===== src/logic/rss_pkg.sv =====
// constants, field layouts and carrier types for the runtime status slice
// assumes: one 250 MHz clock, classic wishbone with 32-bit data
package rss_pkg;

	// ------------------------------------------------------------
	// register indices; byte address is four times the index
	// ------------------------------------------------------------
	localparam logic [5:0] IDX_IRQ_EN5   = 6'h1a;
	localparam logic [5:0] IDX_RSVD_A    = 6'h1b;
	localparam logic [5:0] IDX_EDGE_STS  = 6'h1c;
	localparam logic [5:0] IDX_RSVD_B    = 6'h1d;
	localparam logic [5:0] IDX_FORCE_CHG = 6'h1e;
	localparam logic [5:0] IDX_RATE_MIR  = 6'h1f;
	localparam logic [5:0] IDX_SER1_MIR  = 6'h20;
	localparam logic [5:0] IDX_SER2_MIR  = 6'h21;

	// ------------------------------------------------------------
	// reset values and field masks
	// ------------------------------------------------------------
	localparam logic [7:0] IRQ_EN5_RST   = 8'h00;
	localparam logic [7:0] EDGE_STS_RST  = 8'h00;
	localparam logic [1:0] FORCE_CHG_RST = 2'h3;
	localparam logic [7:0] IRQ_EN5_MASK  = 8'hcf;
	localparam logic [7:0] EDGE_STS_MASK = 8'h3f;
	localparam logic [7:0] RATE_MASK     = 8'hdf;
	localparam logic [7:0] FIFO_MASK     = 8'hcf;

	// ------------------------------------------------------------
	// field positions and widths
	// ------------------------------------------------------------
	localparam int FAN1_BIT     = 6;
	localparam int FAN2_BIT     = 7;
	localparam int EDGE_BITS    = 6;
	localparam int PIN_BITS     = 16;
	localparam int DISK_CHG_BIT = 7;

	// pins straight from the package balls, asynchronous to clk_i
	typedef struct packed {
		logic       fan_speed_input_2;
		logic       fan_speed_input_1;
		logic       pin_57;
		logic       pin_56;
		logic       pin_55;
		logic       pin_54;
		logic       pin_61;
		logic       pin_60;
		logic       pin_43;
		logic       pin_41;
		logic       pin_22;
		logic       pin_21;
		logic       step_pulse;
		logic       drive_select_0;
		logic       drive_select_1;
		logic       media_changed_in;
	} rss_pins_t;

	// live copies of the floppy and serial control registers
	typedef struct packed {
		logic [7:0] floppy_rate;
		logic [7:0] serial1_fcr;
		logic [7:0] serial2_fcr;
	} rss_shadow_t;

endpackage


===== src/logic/rss_regs.sv =====
// register slice: irq enable five, edge status, forced media change, mirrors
// assumes: wishbone master on clk_i, pins asynchronous, mirrors on clk_i
//
// Contract
// - enabled sources drive group management interrupt
// - reserved locations 1b and 1d read zero
// - writing one clears edge status bit
// - either edge on pins sets status
// - status bits seven and six read zero
// - enable and status reset to zero
// - force change set only, resets to three
// - step or drive select clears force change
// - disk change ORs forced and external terms
// - floppy rate mirror readable at 1f
// - serial one fifo mirror at 20
// - serial two fifo mirror at 21
//
// Chosen here: the Wishbone interface to the registers.
`timescale 1ns/100ps

module rss_regs
	import rss_pkg::*;
(
	input  wire logic        clk_i,
	input  wire logic        rst_i,
	input  wire logic        main_por_i,
	input  wire logic        bus_reset_i,
	input  wire logic        cyc_i,
	input  wire logic        stb_i,
	input  wire logic        we_i,
	input  wire logic [7:0]  adr_i,
	input  wire logic [3:0]  sel_i,
	input  wire logic [31:0] dat_i,
	output logic      [31:0] dat_o,
	output logic             ack_o,
	input  wire rss_pins_t   pins_i,
	input  wire rss_shadow_t shadow_i,
	output logic             group_mgmt_irq_o,
	output logic             disk_change_status_o
);

	// ------------------------------------------------------------
	// pin synchronisers
	// ------------------------------------------------------------
	rss_pins_t sync1_r;
	rss_pins_t sync2_r;
	rss_pins_t prev_r;

	always_ff @(posedge clk_i) begin
		if (rst_i) begin
			sync1_r <= '0;
			sync2_r <= '0;
			prev_r  <= '0;
		end else begin
			sync1_r <= pins_i;
			sync2_r <= sync1_r;
			prev_r  <= sync2_r;
		end
	end

	logic [EDGE_BITS-1:0] edge_lvl;
	logic [EDGE_BITS-1:0] edge_old;
	logic [EDGE_BITS-1:0] edge_hit;
	logic [7:0]           irq_src;

	always_comb begin
		edge_lvl = {sync2_r.pin_61, sync2_r.pin_60, sync2_r.pin_43,
		            sync2_r.pin_41, sync2_r.pin_22, sync2_r.pin_21};
		edge_old = {prev_r.pin_61, prev_r.pin_60, prev_r.pin_43,
		            prev_r.pin_41, prev_r.pin_22, prev_r.pin_21};
		edge_hit = edge_lvl ^ edge_old;
		irq_src  = {sync2_r.fan_speed_input_2, sync2_r.fan_speed_input_1, 2'b00,
		            sync2_r.pin_57, sync2_r.pin_56, sync2_r.pin_55, sync2_r.pin_54};
	end

	// ------------------------------------------------------------
	// wishbone decode
	// ------------------------------------------------------------
	logic [5:0] idx;
	logic       req;
	logic       wr_lo;
	logic       rd;

	always_comb begin
		idx   = adr_i[7:2];
		req   = cyc_i && stb_i && !ack_o;
		wr_lo = req && we_i && sel_i[0];
		rd    = req && !we_i;
	end

	logic wr_en5;
	logic wr_sts;
	logic wr_fc;

	always_comb begin
		wr_en5 = wr_lo && (idx == IDX_IRQ_EN5);
		wr_sts = wr_lo && (idx == IDX_EDGE_STS);
		wr_fc  = wr_lo && (idx == IDX_FORCE_CHG);
	end

	// ------------------------------------------------------------
	// irq enable five
	// ------------------------------------------------------------
	logic [7:0] irq_en_r;

	always_ff @(posedge clk_i) begin
		if (rst_i) begin
			irq_en_r <= IRQ_EN5_RST;
		end else if (wr_en5) begin
			irq_en_r <= dat_i[7:0] & IRQ_EN5_MASK;
		end
	end

	// ------------------------------------------------------------
	// edge status, write one to clear
	// ------------------------------------------------------------
	logic [7:0] sts_r;
	logic [7:0] sts_nxt;

	always_comb begin
		sts_nxt = sts_r;
		if (wr_sts) begin
			sts_nxt = sts_nxt & ~dat_i[7:0];
		end
		// an edge landing with the clear still counts
		sts_nxt = (sts_nxt | {2'b00, edge_hit}) & EDGE_STS_MASK;
	end

	always_ff @(posedge clk_i) begin
		if (rst_i) begin
			sts_r <= EDGE_STS_RST;
		end else begin
			sts_r <= sts_nxt;
		end
	end

	// ------------------------------------------------------------
	// forced media change
	// ------------------------------------------------------------
	logic [1:0] fc_r;
	logic [1:0] fc_nxt;
	logic [1:0] fc_clr;

	always_comb begin
		fc_clr[0] = sync2_r.step_pulse || sync2_r.drive_select_0;
		fc_clr[1] = sync2_r.step_pulse || sync2_r.drive_select_1;
		fc_nxt    = fc_r & ~fc_clr;
		// software set wins over a drive clear in the same cycle
		if (wr_fc) begin
			fc_nxt = fc_nxt | dat_i[1:0];
		end
	end

	always_ff @(posedge clk_i) begin
		if (rst_i || main_por_i || bus_reset_i) begin
			fc_r <= FORCE_CHG_RST;
		end else begin
			fc_r <= fc_nxt;
		end
	end

	// ------------------------------------------------------------
	// mirrors of floppy rate and serial fifo control
	// ------------------------------------------------------------
	rss_shadow_t mir_r;

	// no write path reaches the mirrors
	always_ff @(posedge clk_i) begin
		if (rst_i) begin
			mir_r <= '0;
		end else begin
			mir_r.floppy_rate <= shadow_i.floppy_rate & RATE_MASK;
			mir_r.serial1_fcr <= shadow_i.serial1_fcr & FIFO_MASK;
			mir_r.serial2_fcr <= shadow_i.serial2_fcr & FIFO_MASK;
		end
	end

	// ------------------------------------------------------------
	// read mux and acknowledge
	// ------------------------------------------------------------
	logic [7:0] rd_byte;

	always_comb begin
		unique case (idx)
			IDX_IRQ_EN5:   rd_byte = irq_en_r;
			IDX_EDGE_STS:  rd_byte = sts_r;
			IDX_FORCE_CHG: rd_byte = {6'h00, fc_r};
			IDX_RATE_MIR:  rd_byte = mir_r.floppy_rate;
			IDX_SER1_MIR:  rd_byte = mir_r.serial1_fcr;
			IDX_SER2_MIR:  rd_byte = mir_r.serial2_fcr;
			IDX_RSVD_A:    rd_byte = 8'h00;
			IDX_RSVD_B:    rd_byte = 8'h00;
			default:       rd_byte = 8'h00;
		endcase
	end

	// unmapped and reserved writes are acked and dropped
	always_ff @(posedge clk_i) begin
		if (rst_i) begin
			ack_o <= 1'b0;
		end else begin
			ack_o <= req;
		end
	end

	always_ff @(posedge clk_i) begin
		if (rst_i) begin
			dat_o <= 32'h0000_0000;
		end else if (rd) begin
			dat_o <= {24'h00_0000, rd_byte};
		end
	end

	// ------------------------------------------------------------
	// interrupt and disk change outputs
	// ------------------------------------------------------------
	always_ff @(posedge clk_i) begin
		if (rst_i) begin
			group_mgmt_irq_o <= 1'b0;
		end else begin
			group_mgmt_irq_o <= |(irq_en_r & irq_src);
		end
	end

	always_ff @(posedge clk_i) begin
		if (rst_i) begin
			disk_change_status_o <= 1'b0;
		end else begin
			disk_change_status_o <= (sync2_r.drive_select_0 && fc_r[0]) ||
			                        (sync2_r.drive_select_1 && fc_r[1]) ||
			                        sync2_r.media_changed_in;
		end
	end

	// ------------------------------------------------------------
	// checks
	// ------------------------------------------------------------
	irq_route_a: assert property (
		@(posedge clk_i) disable iff (rst_i)
		(|(irq_en_r & irq_src)) |=> group_mgmt_irq_o)
		else $error("enabled source did not raise interrupt");

	irq_quiet_a: assert property (
		@(posedge clk_i) disable iff (rst_i)
		(irq_en_r == 8'h00) ##1 (irq_en_r == 8'h00) |-> !group_mgmt_irq_o)
		else $error("interrupt raised with all sources disabled");

	rsvd_read_a: assert property (
		@(posedge clk_i) disable iff (rst_i)
		rd && (idx == IDX_RSVD_A || idx == IDX_RSVD_B) |=> ack_o && dat_o == 32'h0)
		else $error("reserved location read nonzero");

	w1c_clear_a: assert property (
		@(posedge clk_i) disable iff (rst_i)
		wr_sts && (edge_hit == 6'h00) |=> (sts_r & $past(dat_i[7:0])) == 8'h00)
		else $error("written one did not clear status");

	w0_keep_a: assert property (
		@(posedge clk_i) disable iff (rst_i)
		wr_sts |=> (sts_r & ~$past(dat_i[7:0])) == (($past(sts_r) | {2'b00,
			$past(edge_hit)}) & ~$past(dat_i[7:0])))
		else $error("written zero changed status");

	edge_set_a: assert property (
		@(posedge clk_i) disable iff (rst_i)
		$changed(sync2_r.pin_21) |=> sts_r[0])
		else $error("edge on pin 21 not recorded");

	edge_last_a: assert property (
		@(posedge clk_i) disable iff (rst_i)
		$changed(sync2_r.pin_61) |=> sts_r[5])
		else $error("edge on pin 61 not recorded");

	sts_top_a: assert property (
		@(posedge clk_i) disable iff (rst_i)
		rd && (idx == IDX_EDGE_STS) |=> dat_o[7:6] == 2'b00)
		else $error("status upper bits not zero");

	reset_val_a: assert property (
		@(posedge clk_i)
		$past(rst_i) |-> irq_en_r == IRQ_EN5_RST && sts_r == EDGE_STS_RST &&
			fc_r == FORCE_CHG_RST)
		else $error("wrong value after reset");

	fc_noclear_a: assert property (
		@(posedge clk_i) disable iff (rst_i || main_por_i || bus_reset_i)
		wr_fc && dat_i[0] |=> fc_r[0])
		else $error("force change set was lost");

	fc_por_a: assert property (
		@(posedge clk_i)
		main_por_i || bus_reset_i |=> fc_r == FORCE_CHG_RST)
		else $error("force change not preset by reset");

	fc_drive_a: assert property (
		@(posedge clk_i) disable iff (rst_i || main_por_i || bus_reset_i)
		sync2_r.step_pulse && !wr_fc |=> fc_r == 2'b00)
		else $error("step did not clear force change");

	fc_ds1_clr_a: assert property (
		@(posedge clk_i) disable iff (rst_i || main_por_i || bus_reset_i)
		sync2_r.drive_select_1 && !wr_fc |=> !fc_r[1])
		else $error("drive one select did not clear force change");

	fc_keep_a: assert property (
		@(posedge clk_i) disable iff (rst_i || main_por_i || bus_reset_i)
		wr_fc && !dat_i[1] && fc_r[1] && !sync2_r.step_pulse &&
			!sync2_r.drive_select_1 |=> fc_r[1])
		else $error("software write cleared force change");

	disk_drv1_a: assert property (
		@(posedge clk_i) disable iff (rst_i)
		sync2_r.drive_select_1 && fc_r[1] |=> disk_change_status_o)
		else $error("forced change not shown for drive one");

	disk_drv0_a: assert property (
		@(posedge clk_i) disable iff (rst_i)
		sync2_r.drive_select_0 && fc_r[0] |=> disk_change_status_o)
		else $error("forced change not shown for drive zero");

	disk_idle_a: assert property (
		@(posedge clk_i) disable iff (rst_i)
		!sync2_r.media_changed_in && !(sync2_r.drive_select_0 && fc_r[0]) &&
			!(sync2_r.drive_select_1 && fc_r[1]) |=> !disk_change_status_o)
		else $error("disk change raised with no term active");

	mirror_rd_a: assert property (
		@(posedge clk_i) disable iff (rst_i)
		rd && (idx == IDX_RATE_MIR) |=> dat_o[7:0] == $past(mir_r.floppy_rate) &&
			dat_o[5] == 1'b0)
		else $error("rate mirror read wrong");

	ser1_rd_a: assert property (
		@(posedge clk_i) disable iff (rst_i)
		rd && (idx == IDX_SER1_MIR) |=> dat_o[7:0] == $past(mir_r.serial1_fcr))
		else $error("serial one mirror read wrong");

	ser2_rd_a: assert property (
		@(posedge clk_i) disable iff (rst_i)
		rd && (idx == IDX_SER2_MIR) |=> dat_o[7:0] == $past(mir_r.serial2_fcr) &&
			dat_o[5:4] == 2'b00)
		else $error("serial two mirror read wrong");

	ro_write_a: assert property (
		@(posedge clk_i) disable iff (rst_i)
		wr_lo && idx >= IDX_RATE_MIR |=> $stable(irq_en_r) && ack_o)
		else $error("write to mirror disturbed state");

endmodule


===== config.mk =====
export PLATFORM = sky130hd
export DESIGN_NAME = rss_regs
export DESIGN_NICKNAME = d
export VERILOG_FILES = /design/src/logic/rss_pkg.sv /design/src/logic/rss_regs.sv
export SDC_FILE = /design/constraint.sdc
export NUM_CORES = 1
export LEC_CHECK = 0
export ABC_CLOCK_PERIOD_IN_PS = 1700
export BUFFER_PORTS_ARGS = -buffer_cell sky130_fd_sc_hd__buf_2
export CAP_MARGIN = 20
export CELL_PAD_IN_SITES_DETAIL_PLACEMENT = 0
export CELL_PAD_IN_SITES_GLOBAL_PLACEMENT = 2
export CORE_MARGIN = 2
export CORE_UTILIZATION = 25
export DETAILED_ROUTE_END_ITERATION = 8
export PLACE_DENSITY_LB_ADDON = 0.1
export SLEW_MARGIN = 20
export SYNTH_ARGS = -nofsm -noshare
export SYNTH_HDL_FRONTEND = slang
export SYNTH_SLANG_ARGS = --single-unit
export TNS_END_PERCENT = 20

===== constraint.sdc =====
create_clock -name clk_i -period 1.7 [get_ports clk_i]
set_clock_uncertainty 0.15 [all_clocks]
set_input_delay 0.17 -clock clk_i [delete_from_list [all_inputs] [get_ports clk_i]]
set_output_delay 0.17 -clock clk_i [all_outputs]
set_load 0.05 [all_outputs]

# Yosys cells after proc, flatten, opt, wreduce, memory -nomap -nowiden
# Index checks and enable logic that the tools add are counted.
[word_totals] reg_bits=87 in_bits=91 out_inout_bits=35 word_cells=87
[op_classes] n_eq_ne=6 muxes=3 bitwise=8 n_reduce_logical=19
[ops] cell="one-hot mux 8 bit (6 select lines)" n=1
[ops] cell="== test 6 x 5 -> 1 bit, second input constant" n=4
[ops] cell="== test 6 bit, second input constant" n=2
[ops] cell="logical AND 1 bit" n=10
[ops] cell="AND 8 bit" n=1
[ops] cell="OR reduction 8 bit" n=1
[ops] cell="AND 6 bit" n=1
[ops] cell="logical OR 1 bit" n=6
[ops] cell="2-to-1 mux 6 bit" n=1
[ops] cell="NOT 6 bit" n=1
[ops] cell="OR 6 bit" n=1
[ops] cell="bitwise XOR 6 bit" n=1
[ops] cell="AND 2 bit" n=1
[ops] cell="zero test 1 bit" n=2
[ops] cell="2-to-1 mux 2 bit" n=1
[ops] cell="NOT 2 bit" n=1
[ops] cell="OR 2 bit" n=1

# Longest topological paths before layout
# Gate-level depths: netlist of the first run.
[logic_depth] ltp_word=7 mapped_depth=5 ltp_nobuf=4

# Worst setup path after synthesis of the first run
# No wires, ideal clock.
[synth_path] path_kind="register -> register" from="register ack_o" to="register irq_en_r[0]" setup_time_ps=128 arrival_ps=1578 required_ps=1422 setup_slack_ps=-155 path_stages_with_launch=5 path_buffers=0 period_less_slack_ps=1855 path_cell_list="dfxtp_1 nand3b_1 nor4b_4 mux2i_1 nor2_1"
[synth_via] elab_chain_cells=5
[synth_lines] item="from (decl)" line="rss_regs.sv:35" rtl="output logic ack_o,"
[synth_lines] item="from (signal assigned)" line="rss_regs.sv:202" rtl="ack_o <= req;"
[synth_lines] item="zero test 1 bit" line="rss_regs.sv:86" rtl="req = cyc_i && stb_i && !ack_o;"
[synth_lines] item="logical AND 1 bit" line="rss_regs.sv:86"
[synth_lines] item="logical AND 1 bit (2 in a row)" line="rss_regs.sv:87" rtl="wr_lo = req && we_i && sel_i[0];"
[synth_lines] item="logical AND 1 bit" line="rss_regs.sv:96" rtl="wr_en5 = wr_lo && (idx == IDX_IRQ_EN5);"
[synth_lines] item="to (signal assigned)" line="rss_regs.sv:110" rtl="irq_en_r <= dat_i[7:0] & IRQ_EN5_MASK;"
[synth_lines] item="to (decl)" line="rss_regs.sv:104" rtl="logic [7:0] irq_en_r;"
# Every way passes these cells.
# A chain may end at the register's enable or synchronous reset.

# Worst setup path after layout of the first run
[layout_path] from="register ack_o" to="register irq_en_r[2]"
# Same word-level chain as after synthesis.

==> metrics.md, run 1 <==
| Metric | Value |
|---|---|
| Share of total power in combinational logic | `10.7%` |
| Number of setup violations in the final report | `0` |
| Die Span X | `114.1 um` |
| Number of buffers inserted during clock tree synthesis | `9` |
| Number of detailed-route iterations in the first pass | `4` |
| Total via count in the routed design | `2280` |
| Transition at the pin with the smallest max-transition slack | `538.3 ps` |
| Mean number of vias per cell | `4.000` |
| Number of routed nets with antenna violations | `0` |
| Clock slew at reported path FFs | `60 ps` |
| Area delta synth->final | `40.37%` |
| Clock tree from TritonCTS | `built` |
| Setup repair after global routing missed its margin | `false` |
| Final count of pins violating max slew | `0` |
| Switching power summed over all nets | `1.065 mW` |
| Final worst-path cycle share | `92.32%` |
| Outcome | `finished, final reports clean` |
| Diodes inserted | `0` |
| Detailed placer's ending HPWL | `4940 um` |
| Critical path data arrival time | `1630 ps` |
| Worst EP required | `1760 ps` |
| I/O pin count | `126` |
| Critical Path End Type | `flop` |
| Largest buffer count on any clock path | `2` |
| Number of synthesized register bits | `82` |
| Residual DRC | `0` |
| Smallest setup slack after layout | `130.6 ps` |
| Master cell of the clock root buffer | `sky130_fd_sc_hd__clkbuf_16` |
| Wire length per cell | `12.28 um` |
| Final net count | `509` |
| Internal power of the cells | `3.351 mW` |
| Worst skew pair latency | `330 ps` |
| Via count of the first global-routing pass | `2229` |
| Row count | `40` |
| Placement-stage worst setup slack | `-57.50 ps` |
| Number of hold violations in the final report | `0` |
| Initial antenna violation count | `0` |
| Vert. Die Dim | `114.1 um` |
| # H-tree levels | `3` |
| Effective utilization at floorplan | `25.42%` |
| Number of unique standard cell types used by synthesis | `35` |
| Die area | `13010 sq um` |
| Cell area after synthesis | `3028 sq um` |
| Final critical delay including setup and external delays | `1569 ps` |
| Final routed wirelength across all metal layers | `6997 um` |
| Number of post-CTS setup repair buffers | `0` |
| Wire length of the first global-routing pass | `11350 um` |
| Ratio of cells with drive above 1 in the final layout | `24.59%` |
| Share of the yosys chip area belonging to registers | `54.21%` |
| Pin count of the biggest net entering global routing | `45` |
| Congestion Overflow GR | `0` |
| Number of violations of the max-capacitance limit | `0` |
| Gate count after technology mapping | `295` |
| Areal power density over the cells | `1039 nW/um^2` |
| Clock share of power | `43.4%` |
| Relative slew margins | `64.12%` |
| Worst hold-check path type | `input port to flop` |
| Kind of start point of the critical path | `flop` |
| Register-to-register setup slack | `130 ps` |
| Category of the most critical setup path | `flop to flop` |
| Switching share of power | `24.11%` |
| Number of warnings issued by yosys | `0` |
| Power share of the sequential group | `46.0%` |
| Cell leakage power | `1.778 nW` |
| Fillers | `1288` |
| Post-Route Hold Slack | `56.88 ps` |
| GPL Wtd Cong | `0.7440` |
| Biggest fanout along the worst timing path | `6` |
| Number of violations reported at the end of detailed-routing iteration 0 | `65` |
| Peak VDD IR | `405.4 uV` |
| Achievable frequency | `637.2 MHz` |
| Total chip power | `4.415 mW` |
| Standard cell core area | `11910 sq um` |
| Number of clock sinks | `82` |
| Count of buffers from port buffering | `67` |
| Fin Setup TNS | `0 ps` |
| Average cell area after synthesis | `10.26 sq um` |
| Total routing usage reported by global routing | `11.33%` |
-- sequential cells by signal, summed over array words and instances (netlist names), 4 cells and up --
signal / flops
irq_en_r: 6
dat_o: 8
sts_r: 6
edge_lvl: 6
irq_src: 6
mir_r: 19
sync2_r: 4
edge_old: 6
sync1_r: 16
-- power groups by stage --
stage | clock (mW) | combinational (mW) | sequential, mW
final | 1.92 | 0.471 | 2.03
after detailed placement | 0 | 0.397 | 2.07
after global routing | 2.07 | 0.514 | 2.04
after CTS | 1.99 | 0.474 | 2.03
after global placement | 0 | 0.396 | 2.07
after floorplan | 0 | 0.303 | 2.08
-- cells in the mapped netlist, drive strengths merged --
library cell / n / area (sq um)
a221oi: 1 / 8.760
nor2b: 57 / 356.6
a21o: 2 / 15.01
nand2: 12 / 45.04
xnor2: 6 / 52.55
dfxtp: 82 / 1642
or3b: 1 / 11.26
a32oi: 9 / 78.83
and3b: 1 / 8.760
o21ai: 8 / 40.04
a21oi: 7 / 35.03
nand3b: 2 / 15.01
and4b: 1 / 10.01
nand4: 3 / 18.77
and2: 2 / 13.77
nor2: 17 / 63.81
nor4bb: 2 / 20.02
inv: 7 / 26.28
mux2: 2 / 22.52
a22o: 3 / 26.28
a311oi: 2 / 17.52
clkbuf: 11 / 41.29
nand2b: 2 / 12.51
nor4b: 1 / 23.77
mux2i: 10 / 100.1
or4b: 1 / 10.01
a22oi: 11 / 82.58
a31oi: 1 / 6.260
maj3: 1 / 10.01
conb: 1 / 3.750
nor3: 3 / 15.01
buf: 26 / 195.2
-- through the flow --
stage	area (sq um)	std cells	utilization, %
after floorplan	3119	318	-
after global placement	3518	511	29.54
after detailed placement	3518	511	29.54
after CTS	4244	570	35.63
after global routing	4250	570	35.68
final	4250	570	35.68
-- layer usage --
metal  GRT usage, %  part of all wire [%]  vias up
li1               -                     -     1196
met1          15.80                    51     1022
met4          4.146                  0.87        0
met5              0                     0        -
met2          17.02                    44       58
met3          2.753                   4.3        4
-- layout by cell type (no fill, tap or decap), types with 2 or more instances in the layout --
cell type and instances:
sky130_fd_sc_hd__clkbuf_16 9, sky130_fd_sc_hd__buf_4 15, sky130_fd_sc_hd__nor3_1 3, sky130_fd_sc_hd__a32oi_1 9
sky130_fd_sc_hd__conb_1 24, sky130_fd_sc_hd__a311oi_1 2, sky130_fd_sc_hd__a22o_1 3, sky130_fd_sc_hd__mux2_2 2
sky130_fd_sc_hd__clkbuf_1 2, sky130_fd_sc_hd__nor2_1 16, sky130_fd_sc_hd__o21ai_0 8, sky130_fd_sc_hd__inv_1 7
sky130_fd_sc_hd__a22oi_1 11, sky130_fd_sc_hd__a21oi_1 7, sky130_fd_sc_hd__dfxtp_1 81, sky130_fd_sc_hd__nor2b_1 57
sky130_fd_sc_hd__nand2_1 12, sky130_fd_sc_hd__nand4_1 3, sky130_fd_sc_hd__mux2i_1 10, sky130_fd_sc_hd__nand3b_1 2
sky130_fd_sc_hd__dlygate4sd3_1 43, sky130_fd_sc_hd__nand2b_1 2, sky130_fd_sc_hd__clkinvlp_4 2, sky130_fd_sc_hd__buf_2 67
sky130_fd_sc_hd__xnor2_1 6, sky130_fd_sc_hd__a21o_1 2, sky130_fd_sc_hd__nor4bb_1 2
-- critical path: stages (launching register included) --
cell,delay (ps)
sky130_fd_sc_hd__dfxtp_2,330
sky130_fd_sc_hd__nand3b_1,250
sky130_fd_sc_hd__nor4b_4,300
sky130_fd_sc_hd__buf_6,180
sky130_fd_sc_hd__mux2i_1,190
sky130_fd_sc_hd__nor2_1,50
-- logic make-up (layout without fill, tap and decap cells) --
logic type / after synthesis / after routing / synth area share (%)
fa+ha+maj: 1 / 1 / 0.3306
simple gates: 105 / 105 / 20.62
flops: 82 / 82 / 54.21
compound gates: 44 / 44 / 10.25
other cells: 1 / 24 / 0.1238
mux: 12 / 12 / 4.050
xor+xnor: 6 / 6 / 1.736
buf+inv: 44 / 149 / 8.678
-- worst paths after layout --
| kind | startpoint | end | depth (start not counted) |
|---|---|---|---|
| worst min register to register | sync1_r[5] | edge_lvl[1] | 1 |
| worst min-delay path | dat_i[5] | sts_r[5] | 4 |
| worst max register to register | ack_o | irq_en_r[2] | 5 |
| worst max-delay path | ack_o | irq_en_r[2] | 5 |
-- timing repair --
item / 4_1_cts / 5_1_grt
hold buffers: 43 / 0
setup endpoints to repair: 0 / 3
resized for setup: 0 / 2
hold endpoints to repair: 43 / 0
-- layout make-up --
class	count	area, sq um	area share (%)
sequential	82	1643	38.65
tap	147	183.9	4.327
timing repair buffer	126	889.6	20.93
clock inverter	5	62.56	1.472
inverter	7	26.28	0.6182
multi-input combinational	192	1212	28.53
clock buffer	11	232.7	5.475
(Power assumes the default switching activity.)
==> inputs of run 2 (changes only) <==
- SETUP_SLACK_MARGIN: unset -> 0.5
==> metrics.md, run 2 (synthesized netlist as in run 1, its figures left out) <==
| Metric | Value |
|---|---|
| Outcome | `finished, violations left` |
| Failing checks | `negative hold slack` |
| Power share of the sequential group | `45.2%` |
| Total via count in the routed design | `2260` |
| Die area | `13010 sq um` |
| Final net count | `511` |
| Pin count of the biggest net entering global routing | `47` |
| Critical-path top delay cell | `sky130_fd_sc_hd__dfxtp_2` |
| CP peak stage delay | `320 ps` |
| Via count of the first global-routing pass | `2201` |
| Number of clock sinks | `82` |
| Cell chain of the critical path | `nand3b_1, nor4b_4, buf_6, mux2i_1, nor2_1` |
| Effective utilization at floorplan | `25.42%` |
| Clock tree from TritonCTS | `built` |
| Hold buffers post-CTS | `42` |
| Critical path data arrival time | `1630 ps` |
| Hold Path Sink | `fc_r[1]` |
| Switching power summed over all nets | `1.031 mW` |
| Final count of pins violating max slew | `0` |
| Non-Filler Cell Area, Final | `4290 sq um` |
| Clock share of power | `44.3%` |
| Number of hold violations in the final report | `2` |
| Wire length of the first global-routing pass | `11040 um` |
| Congestion Overflow GR | `0` |
| Number of detailed-route iterations in the first pass | `4` |
| Top Registers | `mir_r x19, sync1_r x16, dat_o x8` |
| Worst hold-check path type | `input port to flop` |
| Category of the most critical setup path | `flop to flop` |
| Achievable frequency | `636.8 MHz` |
| Die Span X | `114.1 um` |
| Fin Setup TNS | `0 ps` |
| Row count | `40` |
| Count of buffers from port buffering | `67` |
| Final worst-path cycle share | `92.37%` |
| Residual DRC | `0` |
| Number of cells on the worst hold path | `4` |
| Switching share of power | `22.94%` |
| Areal power density over the cells | `1047 nW/um^2` |
| Peak VDD IR | `356.2 uV` |
| RR Endpoint | `irq_en_r[6]` |
| GPL Wtd Cong | `0.7486` |
| Final critical delay including setup and external delays | `1570 ps` |
| Mean number of vias per cell | `3.951` |
| I/O pin count | `126` |
| Highest-count cells in the layout ignoring fill and taps | `sky130_fd_sc_hd__dfxtp_1, sky130_fd_sc_hd__buf_2, sky130_fd_sc_hd__nor2b_1, sky130_fd_sc_hd__dlygate4sd3_1, sky130_fd_sc_hd__conb_1` |
| Initial antenna violation count | `0` |
| Commonest non-fill, non-tap cell in the layout | `sky130_fd_sc_hd__dfxtp_1` |
| Smallest setup slack after layout | `129.7 ps` |
| Largest buffer count on any clock path | `2` |
| Internal power of the cells | `3.462 mW` |
| Number of violations reported at the end of detailed-routing iteration 0 | `70` |
| Master cell of the clock root buffer | `sky130_fd_sc_hd__clkbuf_16` |
| Critical Path End Type | `flop` |
| Biggest fanout along the worst timing path | `6` |
| Setup repair after global routing missed its margin | `true` |
| R2R cell count | `5` |
| Diodes inserted | `0` |
| Wire length per cell | `12.01 um` |
| Max FFs per register | `19` |
| Share of total power in combinational logic | `10.5%` |
| Startpoint of the worst register-to-register path | `ack_o` |
| Cell leakage power | `1.817 nW` |
| Total chip power | `4.493 mW` |
| Post-Route Hold Slack | `-37.84 ps` |
| Number of routed nets with antenna violations | `0` |
| # H-tree levels | `3` |
| Worst skew pair latency | `330 ps` |
| Register-to-register setup slack | `130 ps` |
| Final routed wirelength across all metal layers | `6872 um` |
| Kind of start point of the critical path | `flop` |
| Standard cell core area | `11910 sq um` |
| Placement-stage worst setup slack | `-49.55 ps` |
| Area delta synth->final | `41.69%` |
| Register ranked first by flip-flop count | `mir_r` |
| Detailed placer's ending HPWL | `4887 um` |
| Worst EP required | `1760 ps` |
| Clock slew at reported path FFs | `60 ps` |
| Total cell area at the placement stage | `3528 sq um` |
| Vert. Die Dim | `114.1 um` |
| Number of violations of the max-capacitance limit | `0` |
| Number of buffers inserted during clock tree synthesis | `9` |
| Worst Min Path Start | `main_por_i` |
| Number of setup violations in the final report | `0` |
| Ratio of cells with drive above 1 in the final layout | `25.88%` |
| Total routing usage reported by global routing | `11.17%` |
## run 2: cell count changes in the layout (fill, tap and decap cells not counted), moves of 2 or more
| cell | change |
|---|---|
| sky130_fd_sc_hd__clkinvlp_4 | -2 |
| sky130_fd_sc_hd__clkinv_2 | +2 |
| sky130_fd_sc_hd__buf_4 | +3 |
| sky130_fd_sc_hd__clkbuf_8 | +3 |
| sky130_fd_sc_hd__clkbuf_1 | -2 |
## run 2: layer usage
layer  global-route usage [%]  vias up  routed length, um
met3                    3.494        9                332
met2                    16.71       65               2984
li1                         -     1197                  -
met5                        0        -                  0
met4                    4.878        0                108
met1                    14.82      989               3447
## run 2: power groups by stage
stage               Combinational [mW]  Sequential [mW]  Clock, mW
global route                     0.517             2.04       2.15
detailed placement               0.398             2.07          0
global placement                 0.399             2.07          0
floorplan                        0.304             2.08          0
finish                           0.472             2.03       1.99
CTS                              0.476             2.03       2.06
## run 2: worst max-delay path by stage
stage                   from           to  slack [ps]
CTS                    ack_o  irq_en_r[1]         110
finish                 ack_o  irq_en_r[6]         130
floorplan           adr_i[3]  irq_en_r[0]           5
global placement    adr_i[2]  irq_en_r[7]         -60
detailed placement  adr_i[2]  irq_en_r[1]         -50
global route           ack_o  irq_en_r[7]          30
## run 2: cell type report
cell class / count / area [sq um]
clock buffers: 12 / 266.5
flip-flops and latches: 82 / 1643
repair buffers: 128 / 902.1
well taps: 147 / 183.9
inverters: 7 / 26.28
clock inverters: 4 / 48.80
fillers: 1239 / 7621
multi-input cells: 192 / 1220
## run 2: through the flow
| stage | instances | util [%] |
|---|---|---|
| CTS | 572 | 35.96 |
| detailed placement | 512 | 29.62 |
| global route | 572 | 36.02 |
| global placement | 512 | 29.62 |
| floorplan | 318 | - |
| finish | 572 | 36.02 |
## run 2: worst max-delay path: cells and delay by family, from the launching register on
family                 cells  cell delay (ps)
DFF                        1              320
buffers and inverters      1              190
muxes                      1              190
and+or+nand+nor            3              600
## run 2: timing repair
item | in CTS | in global routing
hold endpoints to repair | 43 | 2
setup buffers | 2 | 0
setup endpoints to repair | 33 | 33
cloned | 0 | 0
resized for setup | 1 | 1
==> inputs of run 3 (changes only) <==
- RECOVER_POWER: unset -> 25
==> metrics.md, run 3 (synthesized netlist as in run 1, its figures left out) <==
| Metric | Value |
|---|---|
| Outcome | `finished, violations left` |
| Failing checks | `negative hold slack` |
| Number of violations of the max-capacitance limit | `0` |
| Commonest non-fill, non-tap cell in the layout | `sky130_fd_sc_hd__dfxtp_1` |
| Post-Route Hold Slack | `-37.86 ps` |
| Detailed placer's ending HPWL | `4887 um` |
| Wire length of the first global-routing pass | `11040 um` |
| Number of buffers inserted during clock tree synthesis | `9` |
| Relative slew margins | `57.45%` |
| Final worst-path cycle share | `92.37%` |
| Number of setup violations in the final report | `0` |
| Number of routed nets with antenna violations | `0` |
| Transition at the pin with the smallest max-transition slack | `638.2 ps` |
| Initial antenna violation count | `0` |
| Critical Path End Type | `flop` |
| Die area | `13010 sq um` |
| Peak VDD IR | `356.2 uV` |
| Worst EP required | `1760 ps` |
| Critical path data arrival time | `1630 ps` |
| Worst skew pair latency | `330 ps` |
| Pin count of the biggest net entering global routing | `47` |
| Total routing usage reported by global routing | `11.17%` |
| Category of the most critical setup path | `flop to flop` |
| Ratio of cells with drive above 1 in the final layout | `25.65%` |
| I/O pin count | `126` |
| Max FFs per register | `19` |
| Biggest fanout along the worst timing path | `6` |
| Setup repair after global routing missed its margin | `true` |
| Final count of pins violating max slew | `0` |
| Vert. Die Dim | `114.1 um` |
| Final critical delay including setup and external delays | `1570 ps` |
| Congestion Overflow GR | `0` |
| Row count | `40` |
| Total via count in the routed design | `2260` |
| Achievable frequency | `636.8 MHz` |
| Hold buffers post-CTS | `42` |
| Diodes inserted | `0` |
| Clock tree from TritonCTS | `built` |
| Clock slew at reported path FFs | `60 ps` |
| Residual DRC | `0` |
| Final net count | `511` |
| Top Registers | `mir_r x19, sync1_r x16, dat_o x8` |
| Kind of start point of the critical path | `flop` |
| Number of hold violations in the final report | `2` |
| Fillers | `1241` |
| Mean number of vias per cell | `3.951` |
| Via count of the first global-routing pass | `2201` |
| Die Span X | `114.1 um` |
| Register ranked first by flip-flop count | `mir_r` |
| Largest buffer count on any clock path | `2` |
| Final routed wirelength across all metal layers | `6873 um` |
| Master cell of the clock root buffer | `sky130_fd_sc_hd__clkbuf_16` |
| Number of detailed-route iterations in the first pass | `4` |
| Layout Utilization | `35.99%` |
| # H-tree levels | `3` |
| Number of violations reported at the end of detailed-routing iteration 0 | `71` |
| Worst hold-check path type | `input port to flop` |
| Areal power density over the cells | `1048 nW/um^2` |
| Area delta synth->final | `41.57%` |
| Cell leakage power | `1.813 nW` |
| Highest-count cells in the layout ignoring fill and taps | `sky130_fd_sc_hd__dfxtp_1, sky130_fd_sc_hd__buf_2, sky130_fd_sc_hd__nor2b_1, sky130_fd_sc_hd__dlygate4sd3_1, sky130_fd_sc_hd__conb_1` |
| Wire length per cell | `12.02 um` |
| Number of clock sinks | `82` |
| Standard cell core area | `11910 sq um` |
| Count of buffers from port buffering | `67` |
| Effective utilization at floorplan | `25.42%` |
| GPL Wtd Cong | `0.7486` |
-- run 3: changes by cell type in the layout (fill, tap and decap cells not counted), sizes merged --
cell	previous run	this run
buf	86	85
clkbuf	12	13
-- run 3: worst max-delay path, cell delays in order, from the launching register on --
cell	delay, ps
sky130_fd_sc_hd__dfxtp_2	320
sky130_fd_sc_hd__nand3b_1	250
sky130_fd_sc_hd__nor4b_4	300
sky130_fd_sc_hd__buf_6	190
sky130_fd_sc_hd__mux2i_1	190
sky130_fd_sc_hd__nor2_1	50
-- run 3: per-stage QoR --
step                      setup WS [ps]  power [mW]  area, sq um  instances  setup TNS, ps
after floorplan                   4.885       2.383         3123        318              0
after global placement           -59.47       2.472         3528        512         -542.8
after detailed placement         -49.55       2.472         3528        512         -443.5
after CTS                         111.3       4.571         4283        572              0
after global routing              28.54       4.706         4287        572              0
final                             129.7       4.493         4287        572              0
-- run 3: path summary, 6_finish.rpt --
path	start	to	slack (ps)	cells after the start
setup / recovery	ack_o	irq_en_r[6]	130	5
hold / removal	main_por_i	fc_r[1]	-40	4
setup reg to reg	ack_o	irq_en_r[6]	130	5
hold reg to reg	sync1_r[9]	edge_lvl[5]	280	1
-- run 3: layout make-up --
type | instances | area [sq um] | share of cell area, %
clock buffer | 12 | 266.5 | 6.217
clock inverter | 4 | 48.80 | 1.138
multi-input combinational | 192 | 1220 | 28.46
sequential | 82 | 1643 | 38.32
tap | 147 | 183.9 | 4.291
inverter | 7 | 26.28 | 0.6130
timing repair buffer | 128 | 898.4 | 20.96
-- run 3: routing by layer --
metal | routed length (um) | vias up | track usage (%)
met2 | 2992 | 65 | 16.71
met1 | 3440 | 988 | 14.82
met4 | 108 | 0 | 4.878
met5 | 0 | - | 0
li1 | - | 1198 | -
met3 | 332 | 9 | 3.494
-- run 3: what timing repair did --
item,4_1_cts,5_1_grt
buffers inserted,2,0
gates resized for setup,1,1
hold endpoints to repair,43,2
endpoints found under the setup margin,33,33
-- run 3: report_power, final --
group	internal [mW]	total [mW]	switching, mW
combinational	0.205	0.471	0.266
sequential	2.00	2.03	0.0278
clock	1.25	1.99	0.738
total	3.46	4.49	1.03
